===== src/design/fcs_pkg.sv =====
// Package of constants and types for the flash command sequencer
package fcs_pkg;
  localparam int unsigned CLK_HZ = 200000000;
  localparam int unsigned PULSE_TIMING_CLOCK_MAX_HZ = 200000;
  localparam int unsigned PULSE_TIMING_CLOCK_MIN_HZ = 150000;
  localparam logic [10:0] DIV_MIN = 11'((CLK_HZ + PULSE_TIMING_CLOCK_MAX_HZ - 1) / PULSE_TIMING_CLOCK_MAX_HZ);
  localparam logic [10:0] DIV_MAX = 11'(CLK_HZ / PULSE_TIMING_CLOCK_MIN_HZ);
  localparam int unsigned ADR_W = 17;
  localparam logic [16:0] OFS_DIV = 17'h00000;
  localparam logic [16:0] OFS_STAT = 17'h00004;
  localparam logic [16:0] OFS_CMD = 17'h00008;
  localparam int unsigned ARRAY_BIT = 16;
  localparam logic [15:0] ARRAY_SPLIT = 16'h8000;
  localparam int unsigned PAGE_BITS = 9;
  localparam int unsigned ROW_BITS = 6;
  localparam int unsigned ST_CBEF = 7;
  localparam int unsigned ST_CCF = 6;
  localparam int unsigned ST_ACCERR = 4;
  localparam int unsigned ST_BLANK = 2;
  localparam int unsigned DIV_LD_BIT = 31;
  localparam logic [7:0] CMD_BLANK = 8'h05;
  localparam logic [7:0] CMD_BYTE = 8'h20;
  localparam logic [7:0] CMD_BURST = 8'h25;
  localparam logic [7:0] CMD_PAGE = 8'h40;
  localparam logic [7:0] CMD_MASS = 8'h41;
  localparam logic [14:0] TICKS_BYTE = 15'h0009;
  localparam logic [14:0] TICKS_BURST = 15'h0004;
  localparam logic [14:0] TICKS_BLANK = 15'h0009;
  localparam int unsigned TICKS_PAGE = 4000;
  localparam int unsigned TICKS_MASS = 20000;
  localparam logic [1:0] RESP_OKAY = 2'h0;
  localparam logic [1:0] RESP_SLVERR = 2'h2;
  typedef enum logic [1:0] {SEQ_IDLE, SEQ_ADDR, SEQ_CMD} fcs_seq_e;
  typedef enum logic {EX_IDLE, EX_RUN} fcs_exe_e;
endpackage : fcs_pkg


===== src/design/fcs_top.sv =====
// Flash command sequencer with AXI4-Lite register slave
//
// The AXI4-Lite register port and the placing of the registers were decided locally.
`timescale 1ns/1ps
module fcs_top import fcs_pkg::*; #(
  parameter int unsigned PAGE_TICKS = TICKS_PAGE,
  parameter int unsigned MASS_TICKS = TICKS_MASS
) (
  input wire logic CLOCK,
  input wire logic RST,
  input wire logic [16:0] AWADDR,
  input wire logic AWVALID,
  output logic AWREADY,
  input wire logic [31:0] WDATA,
  input wire logic [3:0] WSTRB,
  input wire logic WVALID,
  output logic WREADY,
  output logic [1:0] BRESP,
  output logic BVALID,
  input wire logic BREADY,
  input wire logic [16:0] ARADDR,
  input wire logic ARVALID,
  output logic ARREADY,
  output logic [31:0] RDATA,
  output logic [1:0] RRESP,
  output logic RVALID,
  input wire logic RREADY,
  input wire logic BLANK_IN,
  output logic HV_PROGRAM,
  output logic HV_ERASE,
  output logic HV_BLANKCHK,
  output logic [1:0] ARRAY_SEL,
  output logic [15:0] OP_ADDR,
  output logic [7:0] OP_DATA,
  output logic [1:0] FETCH_OK
);
  typedef struct packed {
    logic aw_got;
    logic [16:0] aw_adr;
    logic w_got;
    logic [15:0] w_dat;
    logic w_en;
    logic bvalid;
    logic [1:0] bresp;
    logic rvalid;
    logic [31:0] rdata;
    logic [1:0] rresp;
    logic [10:0] div;
    logic div_ld;
    logic acc_err;
    logic ccf;
    logic blank_ok;
    logic cbef;
    fcs_seq_e seq;
    logic [15:0] buf_adr;
    logic [7:0] buf_dat;
    logic [7:0] buf_cmd;
    fcs_exe_e exe;
    logic [7:0] ex_cmd;
    logic [15:0] ex_adr;
    logic [14:0] cnt;
    logic [10:0] tick_cnt;
    logic hv_prog;
    logic hv_ers;
    logic hv_blank;
    logic [1:0] arr_sel;
    logic [15:0] op_adr;
    logic [7:0] op_dat;
    logic [1:0] fetch_ok;
    logic awready;
    logic wready;
    logic arready;
  } fcs_state_s;

  fcs_state_s s_q, s_d;

  function automatic logic cmd_known(input logic [7:0] c);
    cmd_known = (c == CMD_BLANK) || (c == CMD_BYTE) || (c == CMD_BURST) ||
                (c == CMD_PAGE) || (c == CMD_MASS);
  endfunction : cmd_known

  function automatic logic both_arrays(input logic [7:0] c);
    both_arrays = (c == CMD_MASS) || (c == CMD_BLANK);
  endfunction : both_arrays

  // One-hot array select from address, both only for mass erase and blank check
  function automatic logic [1:0] sel_of(input logic [7:0] c, input logic [15:0] a);
    if (both_arrays(c)) begin
      sel_of = 2'h3;
    end else begin
      sel_of = (a >= ARRAY_SPLIT) ? 2'h1 : 2'h2;
    end
  endfunction : sel_of

  logic div_ok;
  logic tick;
  logic done;
  logic start;
  logic chain;
  logic wr_fire;
  logic rd_fire;
  logic wr_array;
  logic [15:0] wr_aa;

  assign div_ok = s_q.div_ld && (s_q.div >= DIV_MIN) && (s_q.div <= DIV_MAX);
  assign tick = div_ok && (s_q.tick_cnt == s_q.div - 11'h001);
  assign done = (s_q.exe == EX_RUN) && tick && (s_q.cnt == 15'h0001);
  assign chain = done && (s_q.ex_cmd == CMD_BURST) && (s_q.buf_cmd == CMD_BURST) &&
                 (s_q.buf_adr == s_q.ex_adr + 16'h0001) &&
                 (s_q.buf_adr[ROW_BITS-1:0] != '0);
  assign start = !s_q.cbef && ((s_q.exe == EX_IDLE) || done);
  assign wr_fire = s_q.aw_got && s_q.w_got && !s_q.bvalid;
  assign rd_fire = ARVALID && !s_q.rvalid;
  assign wr_array = s_q.aw_adr[ARRAY_BIT];
  assign wr_aa = s_q.aw_adr[15:0];

  always_comb begin
    s_d = s_q;
    // AXI write address and data are taken in either order
    if (AWVALID && !s_q.aw_got) begin
      s_d.aw_got = 1'b1;
      s_d.aw_adr = AWADDR;
    end
    if (WVALID && !s_q.w_got) begin
      s_d.w_got = 1'b1;
      s_d.w_dat = WDATA[15:0];
      s_d.w_en = WSTRB[0];
    end
    if (s_q.bvalid && BREADY) begin
      s_d.bvalid = 1'b0;
    end
    if (s_q.rvalid && RREADY) begin
      s_d.rvalid = 1'b0;
    end
    // Timing clock divider
    if (div_ok) begin
      s_d.tick_cnt = tick ? 11'h000 : s_q.tick_cnt + 11'h001;
    end
    // Execution engine
    if (s_q.exe == EX_RUN && tick && !done) begin
      s_d.cnt = s_q.cnt - 15'h0001;
    end
    if (done) begin
      s_d.exe = EX_IDLE;
      s_d.hv_prog = 1'b0;
      s_d.hv_ers = 1'b0;
      s_d.hv_blank = 1'b0;
      s_d.fetch_ok = 2'h3;
      if (s_q.ex_cmd == CMD_BLANK) begin
        s_d.blank_ok = BLANK_IN;
      end
      if (s_q.cbef) begin
        s_d.ccf = 1'b1;
      end
    end
    if (start) begin
      s_d.exe = EX_RUN;
      s_d.cbef = 1'b1;
      s_d.ex_cmd = s_q.buf_cmd;
      s_d.ex_adr = s_q.buf_adr;
      s_d.tick_cnt = 11'h000;
      s_d.hv_prog = (s_q.buf_cmd == CMD_BYTE) || (s_q.buf_cmd == CMD_BURST);
      s_d.hv_ers = (s_q.buf_cmd == CMD_PAGE) || (s_q.buf_cmd == CMD_MASS);
      s_d.hv_blank = (s_q.buf_cmd == CMD_BLANK);
      s_d.arr_sel = sel_of(s_q.buf_cmd, s_q.buf_adr);
      s_d.fetch_ok = ~sel_of(s_q.buf_cmd, s_q.buf_adr);
      s_d.op_dat = s_q.buf_dat;
      s_d.op_adr = s_q.buf_adr;
      if (s_q.buf_cmd == CMD_PAGE) begin
        s_d.op_adr[PAGE_BITS-1:0] = '0;
      end
      if (s_q.buf_cmd == CMD_MASS) begin
        s_d.op_adr = '0;
      end
      if (both_arrays(s_q.buf_cmd) || s_q.buf_cmd == CMD_PAGE) begin
        s_d.op_dat = '0;
      end
      unique case (s_q.buf_cmd)
        CMD_BYTE: s_d.cnt = TICKS_BYTE;
        CMD_BURST: s_d.cnt = chain ? TICKS_BURST : TICKS_BYTE;
        CMD_PAGE: s_d.cnt = 15'(PAGE_TICKS);
        CMD_MASS: s_d.cnt = 15'(MASS_TICKS);
        default: s_d.cnt = TICKS_BLANK;
      endcase
    end
    // Register writes
    if (wr_fire) begin
      s_d.aw_got = 1'b0;
      s_d.w_got = 1'b0;
      s_d.bvalid = 1'b1;
      s_d.bresp = RESP_OKAY;
      if (!s_q.w_en) begin
        s_d.bresp = RESP_OKAY;
      end else if (wr_array) begin
        if (s_q.acc_err) begin
          s_d.seq = s_q.seq;
        end else if (!div_ok || !s_q.cbef || s_q.seq != SEQ_IDLE) begin
          s_d.acc_err = 1'b1;
          s_d.seq = SEQ_IDLE;
        end else begin
          s_d.seq = SEQ_ADDR;
          s_d.buf_adr = wr_aa;
          s_d.buf_dat = s_q.w_dat[7:0];
        end
      end else if (s_q.aw_adr == OFS_CMD) begin
        if (!s_q.acc_err) begin
          if (s_q.seq != SEQ_ADDR || !cmd_known(s_q.w_dat[7:0])) begin
            s_d.acc_err = 1'b1;
            s_d.seq = SEQ_IDLE;
          end else begin
            s_d.seq = SEQ_CMD;
            s_d.buf_cmd = s_q.w_dat[7:0];
          end
        end
      end else if (s_q.aw_adr == OFS_STAT) begin
        if (s_q.w_dat[ST_ACCERR]) begin
          s_d.acc_err = 1'b0;
        end
        if (s_q.seq == SEQ_CMD && s_q.w_dat[ST_CBEF]) begin
          s_d.cbef = 1'b0;
          s_d.ccf = 1'b0;
          s_d.seq = SEQ_IDLE;
        end else if (s_q.seq != SEQ_IDLE) begin
          s_d.acc_err = 1'b1;
          s_d.seq = SEQ_IDLE;
        end
      end else if (s_q.aw_adr == OFS_DIV) begin
        if (s_q.seq != SEQ_IDLE) begin
          s_d.acc_err = 1'b1;
          s_d.seq = SEQ_IDLE;
        end else if (!s_q.div_ld && !s_q.acc_err) begin
          s_d.div_ld = 1'b1;
          s_d.div = s_q.w_dat[10:0];
        end
      end else begin
        s_d.bresp = RESP_SLVERR;
      end
    end
    // Register reads
    if (rd_fire) begin
      s_d.rvalid = 1'b1;
      s_d.rresp = RESP_OKAY;
      s_d.rdata = '0;
      if (ARADDR == OFS_DIV) begin
        s_d.rdata[10:0] = s_q.div;
        s_d.rdata[DIV_LD_BIT] = s_q.div_ld;
      end else if (ARADDR == OFS_STAT) begin
        s_d.rdata[ST_CBEF] = s_q.cbef;
        s_d.rdata[ST_CCF] = s_q.ccf;
        s_d.rdata[ST_ACCERR] = s_q.acc_err;
        s_d.rdata[ST_BLANK] = s_q.blank_ok;
      end else if (ARADDR == OFS_CMD) begin
        s_d.rdata[7:0] = s_q.buf_cmd;
      end else begin
        s_d.rresp = RESP_SLVERR;
      end
      if (s_q.seq == SEQ_CMD && !ARADDR[ARRAY_BIT] && s_d.rresp == RESP_OKAY) begin
        s_d.acc_err = 1'b1;
        s_d.seq = SEQ_IDLE;
      end
    end
    // Ready outputs kept in flops
    s_d.awready = !s_d.aw_got;
    s_d.wready = !s_d.w_got;
    s_d.arready = !s_d.rvalid;
  end

  always_ff @(posedge CLOCK) begin
    if (RST) begin
      s_q <= '0;
      s_q.cbef <= 1'b1;
      s_q.ccf <= 1'b1;
      s_q.seq <= SEQ_IDLE;
      s_q.exe <= EX_IDLE;
      s_q.fetch_ok <= 2'h3;
      s_q.awready <= 1'b1;
      s_q.wready <= 1'b1;
      s_q.arready <= 1'b1;
    end else begin
      s_q <= s_d;
    end
  end

  assign AWREADY = s_q.awready;
  assign WREADY = s_q.wready;
  assign BVALID = s_q.bvalid;
  assign BRESP = s_q.bresp;
  assign ARREADY = s_q.arready;
  assign RVALID = s_q.rvalid;
  assign RDATA = s_q.rdata;
  assign RRESP = s_q.rresp;
  assign HV_PROGRAM = s_q.hv_prog;
  assign HV_ERASE = s_q.hv_ers;
  assign HV_BLANKCHK = s_q.hv_blank;
  assign ARRAY_SEL = s_q.arr_sel;
  assign OP_ADDR = s_q.op_adr;
  assign OP_DATA = s_q.op_dat;
  assign FETCH_OK = s_q.fetch_ok;
endmodule : fcs_top


===== config.mk =====
export PLATFORM = sky130hd
export DESIGN_NAME = fcs_top
export DESIGN_NICKNAME = d
export VERILOG_FILES = /design/src/design/fcs_pkg.sv /design/src/design/fcs_top.sv
export SDC_FILE = /design/constraint.sdc
export NUM_CORES = 1
export LEC_CHECK = 0
export ABC_AREA = 0
export BUFFER_PORTS_ARGS = -buffer_cell sky130_fd_sc_hd__buf_2
export CORE_MARGIN = 2
export CORE_UTILIZATION = 56
export CTS_CLUSTER_DIAMETER = 200
export DETAILED_ROUTE_END_ITERATION = 6
export PLACE_DENSITY = 0.84
export SKIP_CTS_REPAIR_TIMING = 1
export SLEW_MARGIN = 0
export SYNTH_ARGS = -nofsm -noshare
export SYNTH_HDL_FRONTEND = slang
export SYNTH_SLANG_ARGS = --single-unit

===== constraint.sdc =====
create_clock -name CLOCK -period 3.65 [get_ports CLOCK]
set_clock_uncertainty 0.1 [all_clocks]
set_input_delay 0.365 -clock CLOCK [delete_from_list [all_inputs] [get_ports CLOCK]]
set_output_delay 0.365 -clock CLOCK [all_outputs]
set_load 0.02 [all_outputs]

==> metrics.md, run 1 <==
| Metric | Value |
|---|---|
| Synthesized-area fraction occupied by adder cells | 0.855% |
| Die width | 129 um |
| Cell Pwr Density | 420 nW/um^2 |
| CORE AREA | 15,300 um^2 |
| Deepest clock path buffer count | 2 |
| Max Clk Rate | 0.308 GHz |
| Fillers | 1,300 |
| Port bufs | 103 |
| Status | completed |
| Final Hold Slack | 63.7 ps |
| CP required | 3910 ps |
| Setup TNS | 0 ps |
| Tmin final | 3250 ps |
| Static Leak | 0.00406 uW |
| GRT overflow | 0 |
| Primary FF master, synth | dfxtp_1 |
| Crit-path max FO | 24 |
| Clk Latency, worst-skew pair | 430 ps |
| TritonCTS clock tree | built |
| Main combinational cell family by area after synthesis | simple AND/OR/NAND/NOR gates |
| Vias in the first global route | 6,788 |
| Count of unique library cells instantiated by Yosys | 69 |
| DIE AREA | 16,700 um^2 |
| Starting density of the core | 57.5% |
| Tot GR Track Use | 24.3% |
| VDD IR max | 0.350 mV |
| Max-Cap Viols | 0 |
| Post-synth EDFFs | 0 |
| Via-per-instance ratio | 5.66 |
| DRC | 0 |
| Share of flip-flops with an asynchronous set or reset | 0% |
| Max Slew Vio Count | 0 |
| Simple-Gate Fraction of Synth Area | 23.1% |
| I/O pins | 150 |
| Worst slew pin tran | 1060 ps |
| 1st-pass router iterations | 7 |
| Multi-input logic area | 4410 um^2 |
| Netlist Area Pre-Place | 8780 um^2 |
| Final net count | 1,155 |
| Clock Pin Slew Worst Setup and Hold Paths | 60 ps |
| Worst Path Class, Setup | reg -> reg |
| Share of cells above drive strength 1 | 15.1% |
| Routed wire length | 20,000 um |
| Initial DRC Count | 525 |
| Hold/Removal Path Class | in -> reg |
| Synthesis-stage register bit count | 182 |
| Xor-xnor portion of the synthesized cell area | 5.29% |
| Cell count after synthesis | 1,033 |
| Yosys warnings | 0 |
| Tcrit/Tclk final | 89.0% |
| Post-synthesis sequential area ratio | 41.5% |
| Ant diodes | 0 |
| First-pass GRT wire length | 32,500 um |
| DP Area | 9000 um^2 |
| Clock sinks | 182 |
| Setup Viol. Count Final | 0 |
| Sequential Area | 3640 um^2 |
| Kind of end point of the critical path | flip-flop |
| Post-detail-place hpwl | 14,000 um |
| Cts bufs inserted | 17 |
| FP Rows | 45 |
| Routed len/inst | 15.4 um |
| Layout area overhead | 9.15% |
| Vias | 7,327 |
| Final hold violations | 0 |
| Final Power | 4030 uW |
| Fin area | 9580 um^2 |
| Multiplexer share of the synthesized area | 7.92% |
| Largest net degree at the start of global routing | 62 |
| Compound-Gate Fraction of Synth Area | 12.0% |
| Initial antenna violation count | 0 |
| CTS root buffer | clkbuf_16 |
| Antenna violation net count after detailed routing | 0 |
| Syn avg cell area | 8.50 um^2 |
| Fin util | 62.8% |
| Worst setup SP type | flip-flop |
| Slew headroom | 28.9% |
| RSZ-0062 raised after global routing | no |
| Die Height | 129 um |
| Final Wtd Congestion | 0.901 |
| Worst path arrival time | 3510 ps |
| H-tree depth | 4 |
[stage by stage]
step	instances	setup slack (ps)
global route	1294	200
CTS	1294	251
detailed placement	1263	314
global placement	1263	418
finish	1294	402
floorplan	1054	980
[path summary, 6_finish.rpt]
path | startpoint | endpoint | slack, ps | cells after the start
min reg2reg | RDATA[31] | RDATA[31] | 340 | 2
max reg2reg | s_q[124] | OP_ADDR[6] | 400 | 11
max | s_q[124] | OP_ADDR[6] | 400 | 11
min | AWADDR[11] | s_q[202] | 60 | 3
[layer usage]
layer / vias up / global-route usage, % / wire length, um
met4: 0 / 11.0 / 503
met1: 3439 / 31.7 / 9030
li1: 3584 / - / -
met5: - / 0 / 0
met2: 255 / 39.1 / 9310
met3: 49 / 4.95 / 1110
[synth_stat cells (3+ instances only)]
cell	number	area (um^2)
and3_1	7	43.8
ha_1	6	75.1
clkbuf_1	32	120
a22o_1	9	78.8
and3b_1	4	35.0
nand3_1	44	220
buf_4	71	533
a31oi_1	6	37.5
nor2b_1	6	37.5
and4_1	7	61.3
and2_1	3	18.8
nor3_1	32	160
a31o_2	4	35.0
xor2_1	22	193
nor4_1	20	125
nand2b_1	10	62.6
nand3b_1	7	52.6
mux2_2	4	45.0
o21a_1	3	22.5
inv_1	23	86.3
nor3b_1	4	30.0
a21oi_1	87	435
nor2_1	118	443
xnor2_1	31	272
dfxtp_1	182	3640
a21boi_0	4	30.0
nand2_1	118	443
nand4_1	13	81.3
o21ai_0	20	100
or3_1	4	25.0
or4_1	5	37.5
mux2i_1	65	651
a211oi_1	6	45.0
buf_2	10	50.1
[layout make-up]
type	count	area share, %
clock buffer	25	5.07
clock inverter	6	0.953
inverter	23	0.901
multi-input combinational	732	46.0
sequential	182	38.0
tap	211	2.75
timing repair buffer	115	6.34
[registers in the layout, summed over array words and instances (netlist names)]
signal       cells
s_q            132
RRESP            1
OP_ADDR         16
RDATA           12
OP_DATA          8
HV_PROGRAM       1
HV_BLANKCHK      1
RVALID           1
ARRAY_SEL        2
AWREADY          1
WREADY           1
FETCH_OK         2
BRESP            1
HV_ERASE         1
BVALID           1
ARREADY          1
[cells in the final DEF (no fill, tap or decap), drive strengths merged, types with 3 or more instances in the layout]
cell type	n
dfxtp	182
nor2	119
nand2	118
buf	115
a21oi	87
mux2i	65
nand3	44
nor3	32
xnor2	31
inv	25
clkbuf	25
xor2	22
conb	22
nor4	22
o21ai	21
nand4	13
nand2b	10
a22o	9
nand3b	7
and4	7
and3	7
or4	7
nor2b	6
a31oi	6
a211oi	6
ha	6
or3	4
nor3b	4
a31o	4
a21boi	4
mux2	4
and3b	4
and2	4
o21a	3
a21o	3
o2111ai	3
[cell families (layout without fill, tap and decap cells)]
| kind of cell | Yosys count | count (layout) |
|---|---|---|
| buf+inv | 140 | 169 |
| flops | 182 | 182 |
| fa+ha+maj | 6 | 6 |
| mux | 69 | 69 |
| simple gates | 415 | 415 |
| xor+xnor | 53 | 53 |
| compound gates | 167 | 167 |
| other cells | 1 | 22 |
[report_power, final]
part           internal, uW  switching (uW)  total (uW)
Combinational          59.9             130         190
Sequential             2020            27.9        2040
Clock                  1060             731        1800
Total                  3140             889        4030
[critical path, cell delays in order (launching register included)]
cell and delay (ps):
dfxtp_1 460, inv_1 100, ha_1 250, and3b_1 230, mux2i_1 160, o31a_1 410, o2111ai_4 370, a21o_4 380
buf_4 320, buf_4 200, nand2_1 60, a21oi_1 120
Note: power is estimated with default switching activity, not from simulation.
==> run 2, diff against run 1 <==
--- a/config.mk
+++ b/config.mk
@@ -5,13 +5,13 @@
 export SDC_FILE = /design/constraint.sdc
 export NUM_CORES = 1
 export LEC_CHECK = 0
-export ABC_AREA = 0
+export ABC_AREA = 1
 export BUFFER_PORTS_ARGS = -buffer_cell sky130_fd_sc_hd__buf_2
 export CORE_MARGIN = 2
-export CORE_UTILIZATION = 56
+export CORE_UTILIZATION = 61
 export CTS_CLUSTER_DIAMETER = 200
 export DETAILED_ROUTE_END_ITERATION = 6
-export PLACE_DENSITY = 0.84
+export PLACE_DENSITY = 0.89
 export SKIP_CTS_REPAIR_TIMING = 1
 export SLEW_MARGIN = 0
 export SYNTH_ARGS = -nofsm -noshare
==> constraint.sdc (replaced) <==
create_clock -name CLOCK -period 3.95 [get_ports CLOCK]
set_clock_uncertainty 0.1 [all_clocks]
set_input_delay 0.395 -clock CLOCK [delete_from_list [all_inputs] [get_ports CLOCK]]
set_output_delay 0.395 -clock CLOCK [all_outputs]
set_load 0.02 [all_outputs]
==> run 2 against run 1 <==
- synthesized cell count increased by 26%
- area after synthesis increased by 4.8%
- clock power increased by 5%
- fmax is 0.47% lower
- non-clock buffer count down 5
- count of clock-buffer cells in the layout shrank 4
- via count increased by 19%
- critical endpoint is now OP_ADDR[2]
- routed wire length grew 12%
==> metrics.md, run 2 <==
| Metric | Value |
|---|---|
| Clock Pin Slew Worst Setup and Hold Paths | 70 ps (was 60 ps) |
| Worst path arrival time | 3530 ps (was 3510 ps) |
| Routed wire length | 22,300 um (was 20,000 um) |
| Fin util | 68.7% (was 62.8%) |
| Max reg flops | 132 (unchanged) |
| DRC | 0 (unchanged) |
| GRT overflow | 0 (unchanged) |
| Post-detail-place hpwl | 15,800 um (was 14,000 um) |
| Yosys warnings | 0 (unchanged) |
| H-tree depth | 4 (unchanged) |
| Tmin final | 3260 ps (was 3250 ps) |
| Max-Cap Viols | 0 (unchanged) |
| Static Leak | 0.00455 uW (was 0.00406 uW) |
| Final net count | 1,429 (was 1,155) |
| Final hold violations | 0 (unchanged) |
| P_int | 3100 uW (was 3140 uW) |
| I/O pins | 150 (unchanged) |
| Worst r2r src | s_q[124] (unchanged) |
| Ranking of synthesized cells by instance count | nand2_1 (239), dfxtp_1 (182), inv_1 (151), nor2_1 (138), o21ai_0 (104) (was dfxtp_1 (182), nand2_1 (118), nor2_1 (118), a21oi_1 (87), buf_4 (71)) |
| FP Rows | 44 (was 45) |
| Post-synthesis sequential area ratio | 39.6% (was 41.5%) |
| Commonest non-fill, non-tap cell in the layout | nand2_1 (was dfxtp_1) |
| Combinational group share of total power | 5.8% (was 4.7%) |
| TritonCTS clock tree | built (unchanged) |
| Routed len/inst | 14.5 um (was 15.4 um) |
| Deepest clock path buffer count | 2 (unchanged) |
| Final Wtd Congestion | 0.938 (was 0.901) |
| First-pass GRT wire length | 37,200 um (was 32,500 um) |
| Max Clk Rate | 0.306 GHz (was 0.308 GHz) |
| Status | completed (unchanged) |
| Largest net degree at the start of global routing | 54 (was 62) |
| Worst Path Class, Setup | reg -> reg (unchanged) |
| Tot GR Track Use | 28.1% (was 24.3%) |
| Post-synth EDFFs | 0 (unchanged) |
| Final Hold Slack | 81.7 ps (was 63.7 ps) |
| Count of unique library cells instantiated by Yosys | 47 (was 69) |
| Setup TNS | 0 ps (unchanged) |
| Most frequent cell on the critical path | nand2_1 (was buf_4) |
| Ranking of synthesized cells by area | dfxtp_1 (40%), nand2_1 (9.7%), inv_1 (6.2%) (was dfxtp_1 (41%), mux2i_1 (7.4%), buf_4 (6.1%)) |
| VDD IR max | 0.347 mV (was 0.350 mV) |
| Cts bufs inserted | 17 (unchanged) |
| Starting density of the core | 62.9% (was 57.5%) |
| Yosys top cell area share | 39.6% (was 41.5%) |
| Synthesis-stage register bit count | 182 (unchanged) |
| Worst setup SP type | flip-flop (unchanged) |
| CTS root buffer | clkbuf_16 (unchanged) |
| Die width | 127 um (was 129 um) |
| Post-synth top area cell | dfxtp_1 (unchanged) |
| Antenna violation net count after detailed routing | 0 (unchanged) |
| Via-per-instance ratio | 5.67 (was 5.66) |
| Layout area overhead | 9.24% (was 9.15%) |
| Fin area | 10,100 um^2 (was 9580 um^2) |
| Die Height | 127 um (was 129 um) |
| Cell Pwr Density | 399 nW/um^2 (was 420 nW/um^2) |
| Critical path's slowest cell | buf_4 (was dfxtp_1) |
| Setup Viol. Count Final | 0 (unchanged) |
| Primary FF master, synth | dfxtp_1 (unchanged) |
| CORE AREA | 14,600 um^2 (was 15,300 um^2) |
| Switch share | 22.7% (was 22.1%) |
| Worst path cell trace | inv_1, ha_1, nand2_1, nor2_1, o21ai_1, nand2_1, nand2_1, nor3_2, nand3_2, o21ai_4, nand2_4, clkinv_2, buf_4, nand3_2, o21ai_1 (was inv_1, ha_1, and3b_1, mux2i_1, o31a_1, o2111ai_4, a21o_4, buf_4, buf_4, nand2_1, a21oi_1) |
| Commonest cells after routing, fill and taps aside | nand2_1 (239), dfxtp_1 (182), inv_1 (151), nor2_1 (138), o21ai_0 (104) (was dfxtp_1 (182), nand2_1 (118), nor2_1 (118), buf_2 (102), a21oi_1 (86)) |
| Clk Latency, worst-skew pair | 440 ps (was 430 ps) |
| Vias in the first global route | 8,010 (was 6,788) |
| Initial antenna violation count | 0 (unchanged) |
| Share of flip-flops with an asynchronous set or reset | 0% (unchanged) |
| Largest stage delay on the critical path | 350 ps (was 460 ps) |
| Share of cells above drive strength 1 | 13.5% (was 15.1%) |
| Max Slew Vio Count | 0 (unchanged) |
| Ant diodes | 0 (unchanged) |
| Crit-path max FO | 35 (was 24) |
| Launch point of the worst path | s_q[124] (unchanged) |
| Tcrit/Tclk final | 82.6% (was 89.0%) |
| Most common cell in the netlist | nand2_1 (was dfxtp_1) |
| Port bufs | 103 (unchanged) |
| Cell count after synthesis | 1,302 (was 1,033) |
| Netlist Area Pre-Place | 9210 um^2 (was 8780 um^2) |
| Syn avg cell area | 7.07 um^2 (was 8.50 um^2) |
| Reg with most FFs | s_q (unchanged) |
| 1st-pass router iterations | 5 (was 7) |
| Vias | 8,749 (was 7,327) |
| Worst slew pin tran | 1010 ps (was 1060 ps) |
| Slew headroom | 32.7% (was 28.9%) |
| Hold/Removal Path Class | in -> reg (unchanged) |
| Worst hold start | BLANK_IN (was AWADDR[11]) |
| RSZ-0062 raised after global routing | no (unchanged) |
| Initial DRC Count | 833 (was 525) |
| Kind of end point of the critical path | flip-flop (unchanged) |
| Total net switching power | 912 uW (was 889 uW) |
| DIE AREA | 16,100 um^2 (was 16,700 um^2) |
| DP Area | 9400 um^2 (was 9000 um^2) |
| Sequential power share | 47.2% (was 50.7%) |
| Clock sinks | 182 (unchanged) |
| CP required | 4220 ps (was 3910 ps) |
| Clock power share | 47.0% (was 44.6%) |
==> run 2: changes by cell type after synthesis, moves of 29 or more <==
| cell | previous run | this run |
|---|---|---|
| inv_1 | 23 | 151 |
| nand2_1 | 118 | 239 |
| o21ai_0 | 20 | 104 |
| mux2i_1 | 65 | 0 |
| nand3_1 | 44 | 81 |
| o21ai_1 | 1 | 30 |
==> run 2: power groups by stage <==
stage,clock (uW),combinational (uW),sequential [uW]
2_1_floorplan,0,178,1930
3_3_place_gp,0,223,1930
3_5_place_dp,0,229,1930
4_1_cts,1890,231,1890
5_1_grt,1970,257,1900
6_report,1890,231,1890
==> run 2: area by class of cell <==
type	instances	area, um^2
Inverter	160	606
Multi-Input combinational cell	874	4350
Timing Repair Buffer	110	568
Clock buffer	21	460
Tap cell	184	230
Fill cell	1224	4590
Clock inverter	11	198
Sequential cell	182	3640
==> run 2: cells by family after synthesis <==
group           after synthesis  synth area share [%]
compound gates              266                  15.7
xor+xnor                     34                  3.24
fa+ha+maj                     6                 0.816
buf+inv                     267                  14.0
flops                       182                  39.6
other cells                   1                0.0407
simple gates                546                  26.6
==> run 2: worst paths after layout <==
| kind | endpoint | slack [ps] | depth (start not counted) |
|---|---|---|---|
| min | s_q[120] | 80 | 3 |
| max reg2reg | OP_ADDR[2] | 690 | 15 |
| max | OP_ADDR[2] | 690 | 15 |
| min reg2reg | ARRAY_SEL[0] | 350 | 2 |
==> run 2: per-stage QoR <==
| stage | worst slack, ps | power (uW) | instances |
|---|---|---|---|
| after floorplan | 1640 | 2110 | 1323 |
| final | 687 | 4010 | 1542 |
| after CTS | 767 | 4010 | 1542 |
| after global routing | 398 | 4120 | 1542 |
| after global placement | 875 | 2160 | 1510 |
| after detailed placement | 801 | 2160 | 1510 |
==> run 2: critical path, delay by kind of cell, from the launching register on <==
kind	cells	cell delay, ps
AND/OR/NAND/NOR	8	1210
flip-flops	1	340
AO/OA/AOI/OAI	3	460
adder cells (fa/ha/maj)	1	320
buffers and inverters	3	730
==> run 2: routing by layer <==
layer	GRT usage, %	vias to the layer above	share of wire, %
li1	-	4257	-
met1	35.8	4028	44
met2	46.6	398	46
met3	5.23	66	7.2
met4	12.7	0	3.3
met5	0	-	0
==> run 3, diff against run 2 <==
--- a/config.mk
+++ b/config.mk
@@ -8,10 +8,10 @@
 export ABC_AREA = 1
 export BUFFER_PORTS_ARGS = -buffer_cell sky130_fd_sc_hd__buf_2
 export CORE_MARGIN = 2
-export CORE_UTILIZATION = 61
+export CORE_UTILIZATION = 51
 export CTS_CLUSTER_DIAMETER = 200
 export DETAILED_ROUTE_END_ITERATION = 6
-export PLACE_DENSITY = 0.89
+export PLACE_DENSITY = 0.8
 export SKIP_CTS_REPAIR_TIMING = 1
 export SLEW_MARGIN = 0
 export SYNTH_ARGS = -nofsm -noshare
==> constraint.sdc (replaced) <==
create_clock -name CLOCK -period 2.9 [get_ports CLOCK]
set_clock_uncertainty 0.1 [all_clocks]
set_input_delay 0.29 -clock CLOCK [delete_from_list [all_inputs] [get_ports CLOCK]]
set_output_delay 0.29 -clock CLOCK [all_outputs]
set_load 0.02 [all_outputs]
==> run 3 against run 2 <==
- the run now ends with hold timing left
- die area grew 19%
- combinational power grew 40%
- non-clock buffer count grew 16
- routed wire length grew 1.2%
- sequential cell count is the same
- largest power group unchanged
==> metrics.md, run 3 (synthesis results as in run 2) <==
| Metric | Value |
|---|---|
| Worst slew pin tran | 1060 ps (was 1010 ps) |
| Worst path arrival time | 2930 ps (was 3530 ps) |
| DIE AREA | 19,100 um^2 (was 16,100 um^2) |
| Cell Pwr Density | 523 nW/um^2 (was 399 nW/um^2) |
| CTS root buffer | clkbuf_16 (unchanged) |
| Launch point of the worst path | s_q[125] (was s_q[124]) |
| Tmin final | 2660 ps (was 3260 ps) |
| H-tree depth | 4 (unchanged) |
| RSZ-0062 raised after global routing | no (unchanged) |
| Cts bufs inserted | 17 (unchanged) |
| GRT overflow | 0 (unchanged) |
| Share of cells above drive strength 1 | 14.8% (was 13.5%) |
| Final hold violations | 2 (was 0) |
| Commonest non-fill, non-tap cell in the layout | nand2_1 (unchanged) |
| Routed wire length | 22,600 um (was 22,300 um) |
| Max reg flops | 132 (unchanged) |
| Port bufs | 103 (unchanged) |
| Kind of end point of the critical path | flip-flop (unchanged) |
| Hold/Removal Path Class | in -> reg (unchanged) |
| Fin area | 10,200 um^2 (was 10,100 um^2) |
| Reg-to-reg slack, setup | 240 ps (was 690 ps) |
| Crit-path max FO | 16 (was 35) |
| CORE AREA | 17,800 um^2 (was 14,600 um^2) |
| VDD IR max | 0.476 mV (was 0.347 mV) |
| Clock sinks | 182 (unchanged) |
| Starting density of the core | 51.6% (was 62.9%) |
| Routed len/inst | 14.1 um (was 14.5 um) |
| Vias | 8,395 (was 8,749) |
| I/O pins | 150 (unchanged) |
| Slew headroom | 28.9% (was 32.7%) |
| DP Area | 9600 um^2 (was 9400 um^2) |
| Setup TNS | 0 ps (unchanged) |
| Ant diodes | 0 (unchanged) |
| Worst r2r src | s_q[125] (was s_q[124]) |
| Cell count after placement | 1,571 (was 1,510) |
| Final net count | 1,445 (was 1,429) |
| Worst hold start | AWVALID (was BLANK_IN) |
| Final Non-Filler Cells | 1,603 (was 1,542) |
| Setup Viol. Count Final | 0 (unchanged) |
| Static Leak | 0.00463 uW (was 0.00455 uW) |
| Commonest cells after routing, fill and taps aside | nand2_1 (238), dfxtp_1 (182), inv_1 (151), nor2_1 (137), o21ai_0 (104) (was nand2_1 (239), dfxtp_1 (182), inv_1 (151), nor2_1 (138), o21ai_0 (104)) |
| First-pass GRT wire length | 37,800 um (was 37,200 um) |
| Reg with most FFs | s_q (unchanged) |
| Final Hold Slack | -11.6 ps (was 81.7 ps) |
| Max Clk Rate | 0.375 GHz (was 0.306 GHz) |
| Tcrit/Tclk final | 91.9% (was 82.6%) |
| Clock Pin Slew Worst Setup and Hold Paths | 70 ps (about the same) |
| TritonCTS clock tree | built (unchanged) |
| Tot GR Track Use | 23.9% (was 28.1%) |
| CP required | 3170 ps (was 4220 ps) |
| Largest net degree at the start of global routing | 47 (was 54) |
| Vias in the first global route | 7,856 (was 8,010) |
| Initial antenna violation count | 0 (unchanged) |
| Die Height | 138 um (was 127 um) |
| Post-detail-place hpwl | 16,700 um (was 15,800 um) |
| Antenna violation net count after detailed routing | 0 (unchanged) |
| Failing checks | hold timing |
| FP Rows | 49 (was 44) |
| 1st-pass router iterations | 5 (unchanged) |
| Die width | 138 um (was 127 um) |
| Final Wtd Congestion | 0.926 (was 0.938) |
| Final Power | 5350 uW (was 4010 uW) |
| Initial DRC Count | 599 (was 833) |
| DRC | 0 (unchanged) |
| Max-Cap Viols | 0 (unchanged) |
| Worst Path Class, Setup | reg -> reg (unchanged) |
| Via-per-instance ratio | 5.24 (was 5.67) |
| Status | complete, but fails checks (was completed) |
| Worst setup SP type | flip-flop (unchanged) |
| Max Slew Vio Count | 0 (unchanged) |
| Clk Latency, worst-skew pair | 440 ps (about the same) |
| Layout area overhead | 11.2% (was 9.24%) |
| Deepest clock path buffer count | 2 (unchanged) |
-- run 3: cell count changes in the layout (fill, tap and decap cells not counted), sizes merged --
cell / previous run / this run
clkinvlp: 4 / 0
clkinv: 4 / 3
bufinv: 5 / 3
inv: 158 / 167
clkbuf: 21 / 19
buf: 110 / 126
-- run 3: layout make-up --
class | instances | area, um^2
clock buffer | 19 | 433
multi-input combinational | 874 | 4360
tap | 229 | 287
fill | 1664 | 7610
inverter | 160 | 612
sequential | 182 | 3640
clock inverter | 13 | 181
timing repair buffer | 126 | 721
-- run 3: per-layer routing --
| layer | GRT usage (%) | vias to the layer above | part of all wire (%) |
|---|---|---|---|
| met5 | 0 | - | 0 |
| met3 | 4.16 | 29 | 5.5 |
| met4 | 8.32 | 0 | 1.9 |
| met1 | 31.9 | 3841 | 47 |
| met2 | 39.1 | 244 | 45 |
| li1 | - | 4281 | - |
-- run 3: worst max-delay path, stage by stage, from the launching register on --
cell and delay (ps):
dfxtp_1 380, inv_1 80, ha_2 340, inv_1 40, nand2_1 60, nand2_1 60, nor2_2 110, buf_4 130
nand3_1 80, nor3_2 180, nand3_2 160, o21ai_4 240, nand2_4 120, inv_4 130, buf_12 170, nand3_2 110
o21ai_1 130
-- run 3: per-stage QoR --
step           utilization [%]  setup WS, ps
2_1_floorplan                -           590
3_3_place_gp              53.8           202
3_5_place_dp              53.8           149
4_1_cts                   57.2           104
5_1_grt                   57.4          6.07
6_report                  57.4           236
-- run 3: worst paths after layout --
kind / cells past startpoint / endpoint
max: 16 / OP_ADDR[7]
min: 2 / AWREADY
max reg2reg: 16 / OP_ADDR[7]
min reg2reg: 2 / OP_ADDR[6]
-- run 3: where the power goes --
group	internal, uW	leakage [uW]	total (uW)	switching, uW
registers	2550	0.00148	2580	27.1
logic	95.8	0.00285	324	228
clock network	1390	0.000303	2450	1060
total	4040	0.00463	5350	1320
